**config.mk**
```make
export PLATFORM = sky130hd
export DESIGN_NAME = edma_device_flat
export DESIGN_NICKNAME = d
export VERILOG_FILES = /design/src/pkg/edma_pkg.sv /design/src/pkg/edma_link_if.sv /design/src/rtl/edma_status.sv /design/src/rtl/edma_device.sv /design/src/flat_wrapper.sv
export VERILOG_INCLUDE_DIRS = /design/src /design/src/pkg
export SDC_FILE = /design/constraint.sdc
export NUM_CORES = 1
export LEC_CHECK = 0
export CAP_MARGIN = 40
export CORE_ASPECT_RATIO = 1.2
export CORE_MARGIN = 2
export CORE_UTILIZATION = 45
export DETAILED_ROUTE_END_ITERATION = 16
export DONT_BUFFER_PORTS = 1
export GPL_ROUTABILITY_DRIVEN = 0
export GPL_TIMING_DRIVEN = 0
export SKIP_CTS_REPAIR_TIMING = 1
export SYNTH_ARGS = -nofsm -noshare
export SYNTH_HDL_FRONTEND = slang
export SYNTH_SLANG_ARGS = --single-unit
```
**constraint.sdc**
```tcl
create_clock -name pclk -period 4.4 [get_ports pclk]
set_clock_uncertainty 0.15 [all_clocks]
set_input_delay 0.88 -clock pclk [delete_from_list [all_inputs] [get_ports pclk]]
set_output_delay 0.88 -clock pclk [all_outputs]
set_load 0.02 [all_outputs]
```
**src/pkg/edma_defines.svh**
```systemverilog
`ifndef EDMA_DEFINES_SVH
`define EDMA_DEFINES_SVH
`define OFS_MODE        12'h000
`define OFS_RX_REQ      12'h004
`define OFS_RX_BASE     12'h008
`define OFS_STATUS      12'h00C
`define OFS_PERMIT      12'h010
`define OFS_TX_IRQ_MODE 12'h014
`define OFS_DESC_PTR    12'h018
`define BIT_SWR         0
`define BIT_RR          0
`define BIT_DL_LO       4
`define BIT_TIS         0
`define BIT_WB          30
`define BIT_TRANSMIT_ABORT_FLAG        26
`define BIT_RECEIVE_ABORT_FLAG        25
`define BIT_FRAME_COUNTER_OVERFLOW_FLAG       24
`define BIT_ADE         23
`define BIT_ECI         22
`define STATUS_MASK     32'h47C00000
`define STATUS_W1C      32'h47800000
`define RX_BASE_RESET   32'h00000000
`define DESC_WB_OFS     32'h00000000
`endif

```
**src/pkg/edma_pkg.sv**
```systemverilog
package edma_pkg;
  typedef enum logic [1:0] {DL_16, DL_32, DL_64, DL_RSV} desc_len_e;
  typedef enum {RX_OFF, RX_FETCH, RX_WAIT, RX_READY, RX_WB} rx_state_e;
endpackage

```
**src/pkg/edma_link_if.sv**
```systemverilog
`timescale 1ns/1ps
interface edma_link_if;
  logic        fetch_req;
  logic [31:0] fetch_addr;
  logic        fetch_done;
  logic        desc_active;
  logic        rx_ready;
  logic        frame_done;
  logic        wb_done;
  logic        tx_abort;
  logic        rx_abort;
  logic        fc_overflow;
  logic        addr_error;
  logic        mac_status_pend;
  modport device (output fetch_req, fetch_addr, rx_ready,
                  input fetch_done, desc_active, frame_done, wb_done,
                  tx_abort, rx_abort, fc_overflow, addr_error,
                  mac_status_pend);
  modport partner (input fetch_req, fetch_addr, rx_ready,
                   output fetch_done, desc_active, frame_done, wb_done,
                   tx_abort, rx_abort, fc_overflow, addr_error,
                   mac_status_pend);
endinterface

```
**src/rtl/edma_status.sv**
```systemverilog
`timescale 1ns/1ps
`include "edma_defines.svh"
module edma_status import edma_pkg::*; (
  input  wire logic        pclk,
  input  wire logic        presetn,
  input  wire logic [31:0] set_vec,
  input  wire logic        eci_in,
  input  wire logic        clr_we,
  input  wire logic [31:0] clr_data,
  input  wire logic [31:0] permit,
  output logic      [31:0] status,
  output logic             irq
);
  logic [31:0] flags_r;
  logic        irq_r;
  // set wins over a same-cycle clear
  always_ff @(posedge pclk or negedge presetn) begin
    if (!presetn) begin
      flags_r <= 32'h00000000;
    end else begin
      flags_r <= ((flags_r & ~(clr_we ? clr_data & `STATUS_W1C
                               : 32'h00000000)) | set_vec)
                 & `STATUS_W1C;
    end
  end
  always_comb begin
    status = flags_r;
    status[`BIT_ECI] = eci_in;
  end
  always_ff @(posedge pclk or negedge presetn) begin
    if (!presetn) irq_r <= 1'b0;
    else irq_r <= |(status & permit & `STATUS_MASK);
  end
  assign irq = irq_r;
endmodule // edma_status

```
**src/rtl/edma_device.sv**
```systemverilog
// Design decisions made here: the address map and the APB slave port.
`timescale 1ns/1ps
`include "edma_defines.svh"
module edma_device import edma_pkg::*; (
  input  wire logic        pclk,
  input  wire logic        presetn,
  input  wire logic        psel,
  input  wire logic        penable,
  input  wire logic        pwrite,
  input  wire logic [11:0] paddr,
  input  wire logic [31:0] pwdata,
  output logic      [31:0] prdata,
  output logic             pready,
  output logic             pslverr,
  output logic             dma_mac_interrupt_request,
  edma_link_if.device      link
);
  logic [31:0] rx_descriptor_list_base_r;
  logic [31:0] permit_r;
  logic [31:0] desc_ptr_r;
  logic [1:0]  dl_r;
  logic        tis_r;
  logic        rr_r;
  logic        halted_r;
  logic        fetch_req_r;
  logic        rx_ready_r;
  logic [31:0] prdata_r;
  logic        pslverr_r;
  logic [31:0] status;
  logic [31:0] set_vec;
  logic        irq;
  logic        wr;
  logic        rd;
  logic        map_hit;
  logic        rr_start;
  logic        rr_stop;
  logic        swr_hit;
  logic        reload_r;
  logic        pready_r;
  rx_state_e   st_r;

  function automatic logic [31:0] desc_step(input logic [1:0] dl);
    case (dl)
      2'h0:    desc_step = 32'h00000010;
      2'h1:    desc_step = 32'h00000020;
      default: desc_step = 32'h00000040;
    endcase
  endfunction

  assign wr = psel && penable && pwrite;
  assign rd = psel && !penable && !pwrite;
  assign map_hit = (paddr == `OFS_MODE) || (paddr == `OFS_RX_REQ) ||
                   (paddr == `OFS_RX_BASE) || (paddr == `OFS_STATUS) ||
                   (paddr == `OFS_PERMIT) || (paddr == `OFS_TX_IRQ_MODE) ||
                   (paddr == `OFS_DESC_PTR);
  // request and reset strobes, decoded once for the receive walker
  assign rr_start = wr && paddr == `OFS_RX_REQ && pwdata[`BIT_RR];
  assign rr_stop  = wr && paddr == `OFS_RX_REQ && !pwdata[`BIT_RR];
  assign swr_hit  = wr && paddr == `OFS_MODE && pwdata[`BIT_SWR];

  always_comb begin
    set_vec = 32'h00000000;
    set_vec[`BIT_WB]    = link.wb_done && tis_r;
    set_vec[`BIT_TRANSMIT_ABORT_FLAG]  = link.tx_abort;
    set_vec[`BIT_RECEIVE_ABORT_FLAG]  = link.rx_abort;
    set_vec[`BIT_FRAME_COUNTER_OVERFLOW_FLAG] = link.fc_overflow;
    set_vec[`BIT_ADE]   = link.addr_error;
  end

  edma_status u_status (
    .pclk     (pclk),
    .presetn  (presetn),
    .set_vec  (set_vec),
    .eci_in   (link.mac_status_pend),
    .clr_we   (wr && paddr == `OFS_STATUS),
    .clr_data (pwdata),
    .permit   (permit_r),
    .status   (status),
    .irq      (irq)
  );

  always_ff @(posedge pclk or negedge presetn) begin
    if (!presetn) begin
      rx_descriptor_list_base_r <= `RX_BASE_RESET;
      permit_r <= 32'h00000000;
      dl_r     <= 2'h0;
      tis_r    <= 1'b0;
    end else if (wr) begin
      case (paddr)
        `OFS_RX_BASE: rx_descriptor_list_base_r <= pwdata;
        `OFS_PERMIT:  permit_r <= pwdata & `STATUS_MASK;
        `OFS_MODE:    dl_r <= pwdata[`BIT_DL_LO +: 2];
        `OFS_TX_IRQ_MODE: tis_r <= pwdata[`BIT_TIS];
        default: ;
      endcase
    end
  end

  // a software reset returns the receive side to idle and clears halt
  // base is copied only at a software reset and at the first start after a reset, so a rewrite mid-list is ignored
  always_ff @(posedge pclk or negedge presetn) begin
    if (!presetn) begin
      st_r        <= RX_OFF;
      rr_r        <= 1'b0;
      halted_r    <= 1'b0;
      fetch_req_r <= 1'b0;
      rx_ready_r  <= 1'b0;
      desc_ptr_r  <= 32'h00000000;
      reload_r    <= 1'b1;
    end else if (swr_hit) begin
      st_r        <= RX_OFF;
      rr_r        <= 1'b0;
      halted_r    <= 1'b0;
      fetch_req_r <= 1'b0;
      rx_ready_r  <= 1'b0;
      desc_ptr_r  <= rx_descriptor_list_base_r;
      reload_r    <= 1'b1;
    end else if (link.addr_error || halted_r) begin
      halted_r    <= 1'b1;
      st_r        <= RX_OFF;
      rr_r        <= 1'b0;
      fetch_req_r <= 1'b0;
      rx_ready_r  <= 1'b0;
    end else begin
      case (st_r)
        RX_OFF: begin
          if (rr_start) begin
            rr_r        <= 1'b1;
            fetch_req_r <= 1'b1;
            st_r        <= RX_FETCH;
            // first start after a reset walks from the list base
            if (reload_r) begin
              desc_ptr_r <= rx_descriptor_list_base_r;
              reload_r   <= 1'b0;
            end
          end
        end
        RX_FETCH: begin
          fetch_req_r <= 1'b0;
          st_r        <= RX_WAIT;
        end
        RX_WAIT: begin
          if (link.fetch_done) begin
            if (link.desc_active) begin
              rx_ready_r <= 1'b1;
              st_r       <= RX_READY;
            end else begin
              rr_r <= 1'b0;
              st_r <= RX_OFF;
            end
          end
        end
        RX_READY: begin
          if (rr_stop) begin
            rr_r       <= 1'b0;
            rx_ready_r <= 1'b0;
            st_r       <= RX_OFF;
          end else if (link.frame_done) begin
            rx_ready_r  <= 1'b0;
            desc_ptr_r  <= desc_ptr_r + desc_step(dl_r);
            fetch_req_r <= 1'b1;
            st_r        <= RX_FETCH;
          end
        end
        default: st_r <= RX_OFF;
      endcase
    end
  end

  always_ff @(posedge pclk or negedge presetn) begin
    if (!presetn) begin
      prdata_r  <= 32'h00000000;
      pslverr_r <= 1'b0;
    end else if (psel && !penable) begin
      pslverr_r <= !map_hit;
      prdata_r  <= 32'h00000000;
      if (rd) begin
        case (paddr)
          `OFS_MODE:    prdata_r <= {26'h0, dl_r, 4'h0};
          `OFS_RX_REQ:  prdata_r <= {31'h0, rr_r};
          `OFS_RX_BASE: prdata_r <= rx_descriptor_list_base_r;
          `OFS_STATUS:  prdata_r <= status & `STATUS_MASK;
          `OFS_PERMIT:  prdata_r <= permit_r;
          `OFS_TX_IRQ_MODE: prdata_r <= {31'h0, tis_r};
          `OFS_DESC_PTR: prdata_r <= desc_ptr_r;
          default: prdata_r <= 32'h00000000;
        endcase
      end
    end
  end

  // zero wait states; low in reset and until the first clock edge after it
  always_ff @(posedge pclk or negedge presetn) begin
    if (!presetn) pready_r <= 1'b0;
    else pready_r <= 1'b1;
  end

  always_ff @(posedge pclk or negedge presetn) begin
    if (!presetn) dma_mac_interrupt_request <= 1'b0;
    else dma_mac_interrupt_request <= irq;
  end

  assign prdata  = prdata_r;
  assign pslverr = pslverr_r;
  assign pready  = pready_r;
  assign link.fetch_req  = fetch_req_r;
  assign link.fetch_addr = desc_ptr_r;
  assign link.rx_ready   = rx_ready_r;
endmodule // edma_device

```
**src/flat_wrapper.sv**
```systemverilog
// flat-port wrapper written by rule: the top's interface ports become plain ports
module edma_device_flat import edma_pkg::*;
  (pclk, presetn, psel, penable, pwrite, paddr, pwdata, prdata, pready, pslverr, dma_mac_interrupt_request, link_fetch_req, link_fetch_addr, link_rx_ready, link_fetch_done, link_desc_active, link_frame_done, link_wb_done, link_tx_abort, link_rx_abort, link_fc_overflow, link_addr_error, link_mac_status_pend);
  edma_link_if link_i ();
  input  wire logic pclk;
  input  wire logic presetn;
  input  wire logic psel;
  input  wire logic penable;
  input  wire logic pwrite;
  input  wire logic [11:0] paddr;
  input  wire logic [31:0] pwdata;
  output logic      [31:0] prdata;
  output logic pready;
  output logic pslverr;
  output logic dma_mac_interrupt_request;
  output wire logic [$bits(link_i.fetch_req)-1:0] link_fetch_req;
  output wire logic [$bits(link_i.fetch_addr)-1:0] link_fetch_addr;
  output wire logic [$bits(link_i.rx_ready)-1:0] link_rx_ready;
  input wire logic [$bits(link_i.fetch_done)-1:0] link_fetch_done;
  input wire logic [$bits(link_i.desc_active)-1:0] link_desc_active;
  input wire logic [$bits(link_i.frame_done)-1:0] link_frame_done;
  input wire logic [$bits(link_i.wb_done)-1:0] link_wb_done;
  input wire logic [$bits(link_i.tx_abort)-1:0] link_tx_abort;
  input wire logic [$bits(link_i.rx_abort)-1:0] link_rx_abort;
  input wire logic [$bits(link_i.fc_overflow)-1:0] link_fc_overflow;
  input wire logic [$bits(link_i.addr_error)-1:0] link_addr_error;
  input wire logic [$bits(link_i.mac_status_pend)-1:0] link_mac_status_pend;
  assign link_fetch_req = link_i.fetch_req;
  assign link_fetch_addr = link_i.fetch_addr;
  assign link_rx_ready = link_i.rx_ready;
  assign link_i.fetch_done = link_fetch_done;
  assign link_i.desc_active = link_desc_active;
  assign link_i.frame_done = link_frame_done;
  assign link_i.wb_done = link_wb_done;
  assign link_i.tx_abort = link_tx_abort;
  assign link_i.rx_abort = link_rx_abort;
  assign link_i.fc_overflow = link_fc_overflow;
  assign link_i.addr_error = link_addr_error;
  assign link_i.mac_status_pend = link_mac_status_pend;
  edma_device u_core (.pclk(pclk), .presetn(presetn), .psel(psel), .penable(penable), .pwrite(pwrite), .paddr(paddr), .pwdata(pwdata), .prdata(prdata), .pready(pready), .pslverr(pslverr), .dma_mac_interrupt_request(dma_mac_interrupt_request), .link(link_i));
endmodule
```
==> flow_summary.json, run 1 <==
{
  "syn_nets": 660,
  "hold_viol": 0,
  "seqPwrFrac_pct": 44.8,
  "netlist_area_um2": 6030,
  "yosysSeqAreaShare_pct": 50.2,
  "synth_top_area_share_pct": 49.8,
  "cts_buffers": 17,
  "synth_edf_count": 0,
  "drive_above_1_share_pct": 16.5,
  "grtUsageTotal_pct": 24.9,
  "p_int_w": 0.00199,
  "die_area_um2": 14300,
  "fmax_mhz": 332,
  "synthFlopType": "dfrtp_1",
  "drc": 0,
  "setup_viol": 0,
  "path_clk_slew_ns": 0.05,
  "cts_tree": "yes",
  "worstPathMaxFanout": 10,
  "wl_um": 17600,
  "path_class": "reg2reg",
  "vdd_drop_max_v": 0.000244,
  "vias_per_cell": 6.22,
  "async_reset_ff_share_pct": 100,
  "vias": 4938,
  "comb_power_share_pct": 2.5,
  "layout.cells.non_filler": 794,
  "grt_pass1_vias": 4950,
  "maxCapViolCount": 0,
  "antenna_found_initial": 0,
  "sw_frac_of_total_pct": 21.7,
  "report.final.slew_viol_count": 0,
  "dieHeight_um": 131,
  "start_kind": "register",
  "netlist-cell-type-count": 59,
  "layout_common_cells": "dfrtp_1 (120), nand2_1 (63), o21ai_0 (59)",
  "avgSynthCellArea_um2": 10.2,
  "drt_iter0_drc": 425,
  "period_minus_slack_ns": 3.02,
  "postSynthCellCount": 594,
  "pre_cts_ws_ns": 1.08,
  "finalSetupTns_ns": 0,
  "mostFrequentLayoutCell": "dfrtp_1",
  "final_nets": 682,
  "yosys_register_bits": 121,
  "cp_data_arrival_time_ns": 3.21,
  "placedCellCount": 762,
  "grt_max_degree": 122,
  "dr.pass1.iters": 5,
  "cts_sinks": 121,
  "clock_latency_ns": 0.43,
  "yosysWarnings": 0,
  "hold_path_class": "in2async",
  "leakage_nw": 2.99,
  "worstPathRequired_ns": 4.60,
  "ys_top_cells_by_area": "dfrtp_1 (50%), mux2_2 (8.2%), o21ai_0 (4.9%), nand2_1 (3.9%), a21oi_1 (3.8%)",
  "clkPwrFrac_pct": 52.7,
  "power_density_nw_per_um2": 369,
  "tightest_slew_ns": 0.848,
  "dp_hpwl_um": 12100,
  "wl_per_cell_um": 22.1,
  "period_share_pct": 68.5,
  "rsz0062_at_grt": "no",
  "initial_core_util_pct": 45.8,
  "status": "complete, no violations",
  "slew_headroom_pct": 42.9,
  "root_buffer": "clkbuf_16",
  "htree_levels": 4,
  "p_switching_w": 0.000550,
  "fin_ws_ns": 1.38,
  "cts_max_path_buffers": 2,
  "syn2layout_area_growth_pct": 13.9,
  "ios": 127,
  "grt_overflow": 0,
  "core_um2": 13200,
  "critPathCaptureType": "register",
  "ant_nets": 0,
  "fillCellCount": 1177,
  "antenna_cells": 0,
  "die_x_um": 110,
  "port_buffers": 0,
  "grt_pass1_wl_um": 26700,
  "yosysTopAreaCell": "dfrtp_1",
  "fp-row-count": 46
}
-- power groups by stage --
stage          sequential [W]  clock [W]  combinational, W
2_1_floorplan         0.00115          0         0.0000262
3_3_place_gp          0.00115          0         0.0000329
3_5_place_dp          0.00115          0         0.0000332
4_1_cts               0.00114    0.00135         0.0000335
5_1_grt               0.00114    0.00139         0.0000712
6_report              0.00114    0.00134         0.0000631
-- cells by family (layout without fill, tap and decap cells) --
kind of cell / after synthesis / after routing / synth area share [%]
XOR/XNOR: 1 / 1 / 0.145
flip-flops: 121 / 121 / 50.2
other: 1 / 1 / 0.0622
AO/OA/AOI/OAI: 197 / 197 / 20.7
adder cells (fa/ha/maj): 8 / 8 / 1.78
AND/OR/NAND/NOR: 166 / 166 / 14.1
buffers and inverters: 48 / 80 / 3.30
multiplexers: 52 / 52 / 9.69
-- critical path: stages (launching register included) --
cell      delay, ns
dfrtp_1        0.39
ha_1           0.16
clkbuf_1       0.36
inv_1          0.18
a21oi_1        0.50
buf_2          0.36
clkbuf_1       0.47
o21ai_0        0.18
a21oi_1        0.17
-- area by class of cell --
cell class              count  area [um2]  area share (%)
flip-flops and latches    121        3030            44.1
plain buffers              34         146            2.13
well taps                 168         210            3.06
clock inverters             9         101            1.48
multi-input cells         425        2800            40.8
repair buffers              3        67.6           0.984
clock buffers              20         457            6.65
inverters                  14        52.6           0.765
-- registers in the layout, summed over array words and instances (netlist names) --
signal                            count
u_core.dma_mac_interrupt_request      1
u_core.link.fetch_req                 1
u_core.link.fetch_addr               32
u_core.prdata                        32
u_core.rx_descriptor_list_base_r     32
u_core.rr_r                           1
u_core.reload_r                       1
u_core.pready                         1
u_core.pslverr                        1
u_core.permit_r                       6
u_core.tis_r                          1
u_core.st_r                           2
u_core.dl_r                           2
u_core.u_status.irq                   1
u_core.u_status.flags_r               5
u_core.halted_r                       1
u_core.link.rx_ready                  1
-- per-stage QoR --
step	hold slack, ns	total power, W	util (%)	cell area [um2]
after floorplan	0.181	0.00118	-	6030
after global placement	0.194	0.00119	47.4	6240
after detailed placement	0.201	0.00119	47.4	6240
after CTS	-0.00880	0.00252	51.6	6800
after global routing	0.140	0.00260	52.1	6870
final	0.139	0.00254	52.1	6870
-- metal layers --
metal  vias to the layer above  GRT usage (%)  routed length [um]
li1                       2247              -                   -
met1                      2467           31.6                7180
met2                       196           40.1                8650
met3                        28           6.89                1430
met4                         0           10.1                 329
met5                         -              0                   0
-- synthesized netlist by cell type, types with 2 or more instances --
cell / number
a31oi_1: 6
a222oi_1: 5
a2bb2oi_1: 6
nor3_1: 9
nor3b_1: 2
or3_1: 3
inv_1: 14
o2111ai_1: 2
a211o_1: 2
nor2_1: 27
o31ai_1: 2
a22oi_1: 28
ha_1: 7
clkbuf_1: 17
a21oi_1: 46
nor4_1: 5
a21o_1: 8
o2bb2ai_1: 3
nand2_1: 63
nand2b_1: 6
a221oi_1: 3
buf_1: 2
mux2_2: 44
a22o_1: 5
a31o_2: 2
nor3_2: 2
and4_1: 3
o21a_1: 2
nor4b_1: 2
and2_1: 2
dfrtp_1: 120
nand3_1: 16
nand3_2: 2
and3_1: 10
mux2_1: 7
o22ai_1: 11
nand4_1: 6
buf_2: 15
o21ai_0: 59
-- path summary, 6_finish.rpt --
path / from / to / slack [ns] / depth (start not counted)
min in group pclk: u_core.u_status.irq$_DFF_PN0_ / u_core.dma_mac_interrupt_request$_DFF_PN0_ / 0.21 / 0
min reg2reg: u_core.u_status.irq$_DFF_PN0_ / u_core.dma_mac_interrupt_request$_DFF_PN0_ / 0.21 / 0
max: u_core.st_r[0]$_DFFE_PN0P_ / u_core.link.fetch_addr[8]$_DFFE_PN0P_ / 1.38 / 8
max in group asynchronous: presetn / u_core.rx_descriptor_list_base_r[18]$_DFFE_PN0P_ / 3.68 / 1
min: presetn / u_core.link.fetch_addr[0]$_DFFE_PN0P_ / 0.14 / 1
max reg2reg: u_core.st_r[0]$_DFFE_PN0P_ / u_core.link.fetch_addr[8]$_DFFE_PN0P_ / 1.38 / 8
No activity file was read; power rests on OpenSTA's default activity.
==> run 2, diff against run 1 <==
--- a/config.mk
+++ b/config.mk
@@ -6,6 +6,7 @@
 export SDC_FILE = /design/constraint.sdc
 export NUM_CORES = 1
 export LEC_CHECK = 0
+export ABC_AREA = 1
 export CAP_MARGIN = 40
 export CORE_ASPECT_RATIO = 1.2
 export CORE_MARGIN = 2
==> constraint.sdc (replaced) <==
create_clock -name pclk -period 3 [get_ports pclk]
set_clock_uncertainty 0.15 [all_clocks]
set_input_delay 0.6 -clock pclk [delete_from_list [all_inputs] [get_ports pclk]]
set_output_delay 0.6 -clock pclk [all_outputs]
set_load 0.02 [all_outputs]
==> flow_summary.json, run 2 <==
{
  "grtUsageTotal_pct": 26.0,
  "comb_power_share_pct": 1.6,
  "netlist-cell-type-count": 39,
  "path_class": "reg2reg",
  "leakage_nw": 3.69,
  "grt_overflow": 0,
  "setup_viol": 0,
  "drt_iter0_drc": 385,
  "ys_top_cells_by_count": "nand2_1 (325), dfrtp_1 (120), nor2_1 (110)",
  "synthMuxAreaShare_pct": 3.20,
  "layout_common_cells": "nand2_1 (325), dfrtp_1 (120), nor2_1 (110)",
  "drive_above_1_share_pct": 9.22,
  "ys_top_cells_by_area": "dfrtp_1 (45%), nand2_1 (18%), nor2_1 (6.2%), inv_1 (3.9%), o21ai_0 (3.4%)",
  "hold_viol": 121,
  "vias": 5878,
  "vias_per_cell": 5.24,
  "die_x_um": 115,
  "period_share_pct": 89.8,
  "root_buffer": "clkbuf_16",
  "yosysMostFrequentCell": "nand2_1",
  "yosysTopAreaCell": "dfrtp_1",
  "p_int_w": 0.00300,
  "antenna_found_initial": 0,
  "netlist_area_um2": 6680,
  "p_switching_w": 0.000785,
  "hold_path_class": "in2async",
  "cts_sinks": 121,
  "grt_max_degree": 122,
  "initial_core_util_pct": 46.2,
  "grt_pass1_vias": 5737,
  "seqPwrFrac_pct": 44.1,
  "htree_levels": 4,
  "yosysWarnings": 0,
  "power_density_nw_per_um2": 503,
  "fmax_mhz": 371,
  "report.final.slew_viol_count": 0,
  "async_reset_ff_share_pct": 100,
  "rsz0062_at_grt": "no",
  "sw_frac_of_total_pct": 20.7,
  "layout.cells.non_filler": 1122,
  "synthXorXnorAreaFrac_pct": 1.44,
  "synthFlopType": "dfrtp_1",
  "antenna_cells": 0,
  "dieHeight_um": 137,
  "cts_max_path_buffers": 2,
  "drc": 0,
  "yosys.area_share.simple_pct": 31.7,
  "postLayoutCoreUtil_pct": 52.0,
  "finalSetupTns_ns": 0,
  "final_nets": 976,
  "avgSynthCellArea_um2": 7.50,
  "fillCellCount": 1472,
  "worstPathMaxFanout": 4,
  "critPathCaptureType": "register",
  "cp_data_arrival_time_ns": 2.86,
  "cts_buffers": 17,
  "fin_ws_ns": 0.307,
  "yosysSeqAreaShare_pct": 45.3,
  "ios": 127,
  "dr.pass1.iters": 5,
  "period_minus_slack_ns": 2.69,
  "synthAdderAreaFrac_pct": 1.61,
  "grt_pass1_wl_um": 30900,
  "mostFrequentLayoutCell": "nand2_1",
  "total_power_w": 0.00378,
  "synth_edf_count": 0,
  "wl_um": 19600,
  "cts_tree": "yes",
  "violations": "hold timing",
  "clkPwrFrac_pct": 54.3,
  "synth_compound_area_share_pct": 10.1,
  "slew_headroom_pct": 50.6,
  "syn2layout_area_growth_pct": 12.5,
  "syn_nets": 957,
  "vdd_drop_max_v": 0.000313,
  "clock_latency_ns": 0.42,
  "ant_nets": 0,
  "core_um2": 14500,
  "worstPathRequired_ns": 3.16,
  "whs_ns": -0.271,
  "start_kind": "register",
  "port_buffers": 0,
  "maxCapViolCount": 0,
  "pre_cts_ws_ns": 0.226,
  "synth_top_area_share_pct": 44.9,
  "dp_hpwl_um": 14800,
  "status": "finished with violations",
  "path_clk_slew_ns": 0.06,
  "tightest_slew_ns": 0.735,
  "die_area_um2": 15800,
  "postSynthCellCount": 891,
  "synth_top_family_by_area": "simple AND/OR/NAND/NOR gates",
  "yosys_register_bits": 121,
  "placedCellCount": 1091,
  "wl_per_cell_um": 17.5,
  "fp-row-count": 48
}
-- run 2: cell types whose count changed after synthesis, sizes merged, moves of 14 or more --
cell | before | now
a21oi | 46 | 23
nor2 | 28 | 119
inv | 14 | 75
nand3 | 18 | 43
a22o | 5 | 19
nand2 | 64 | 327
a22oi | 28 | 0
mux2 | 51 | 19
-- run 2: routing by layer --
layer	vias to the layer above	global-route usage, %	part of all wire, %
li1	2898	-	-
met1	2771	31.1	42
met2	167	43.0	48
met3	42	8.01	6.6
met4	0	11.4	3.5
met5	-	0	0
-- run 2: layout make-up --
class / instances / area (um2) / area share [%]
multi-input cells: 665 / 3210 / 42.7
flip-flops and latches: 121 / 3030 / 40.3
clock buffers: 23 / 468 / 6.22
inverters: 76 / 285 / 3.79
well taps: 200 / 250 / 3.33
plain buffers: 29 / 155 / 2.06
clock inverters: 8 / 120 / 1.60
-- run 2: worst max-delay path, cell delays in order, from the launching register on --
cell and delay (ns):
dfrtp_1 0.53, ha_1 0.24, inv_1 0.06, fa_1 0.43
o21ai_0 0.24, nand2_1 0.13, nor2_1 0.28, nand2_1 0.15
xor2_1 0.17, nand2_1 0.06, nand2_1 0.05, nand2_1 0.06
nand2_1 0.05
-- run 2: path summary, 6_finish.rpt --
check / start / end / slack [ns] / cells past startpoint
worst min register to register: u_core.u_status.irq$_DFF_PN0_ / u_core.dma_mac_interrupt_request$_DFF_PN0_ / 0.20 / 0
min in group pclk: link_rx_abort / u_core.u_status.flags_r[25]$_DFF_PN0_ / 0.13 / 2
worst max-delay path: u_core.link.fetch_addr[4]$_DFFE_PN0P_ / u_core.link.fetch_addr[30]$_DFFE_PN0P_ / 0.31 / 12
max in group asynchronous: presetn / u_core.reload_r$_DFFE_PN1P_ / 2.76 / 0
worst min-delay path: presetn / u_core.link.fetch_addr[15]$_DFFE_PN0P_ / -0.27 / 0
worst max register to register: u_core.link.fetch_addr[4]$_DFFE_PN0P_ / u_core.link.fetch_addr[30]$_DFFE_PN0P_ / 0.31 / 12
-- run 2: logic make-up (layout without fill, tap and decap cells) --
logic type / count (synthesis) / count (layout)
buffers and inverters: 105 / 136
adder cells (fa/ha/maj): 8 / 8
other: 1 / 1
AO/OA/AOI/OAI: 112 / 112
XOR/XNOR: 11 / 11
multiplexers: 19 / 19
flip-flops: 121 / 121
AND/OR/NAND/NOR: 514 / 514
-- run 2: power groups by stage --
stage          logic [W]  registers (W)  clock network (W)
2_1_floorplan  0.0000440        0.00169                  0
3_3_place_gp   0.0000587        0.00170                  0
3_5_place_dp   0.0000590        0.00170                  0
4_1_cts        0.0000593        0.00167            0.00209
5_1_grt        0.0000678        0.00167            0.00217
6_report       0.0000588        0.00167            0.00206
-- run 2: through the flow --
stage / instance area (um2) / hold slack (ns)
floorplan: 6680 / 0.154
global placement: 6930 / 0.160
detailed placement: 6930 / 0.159
CTS: 7520 / -0.288
global route: 7520 / -0.293
finish: 7520 / -0.271
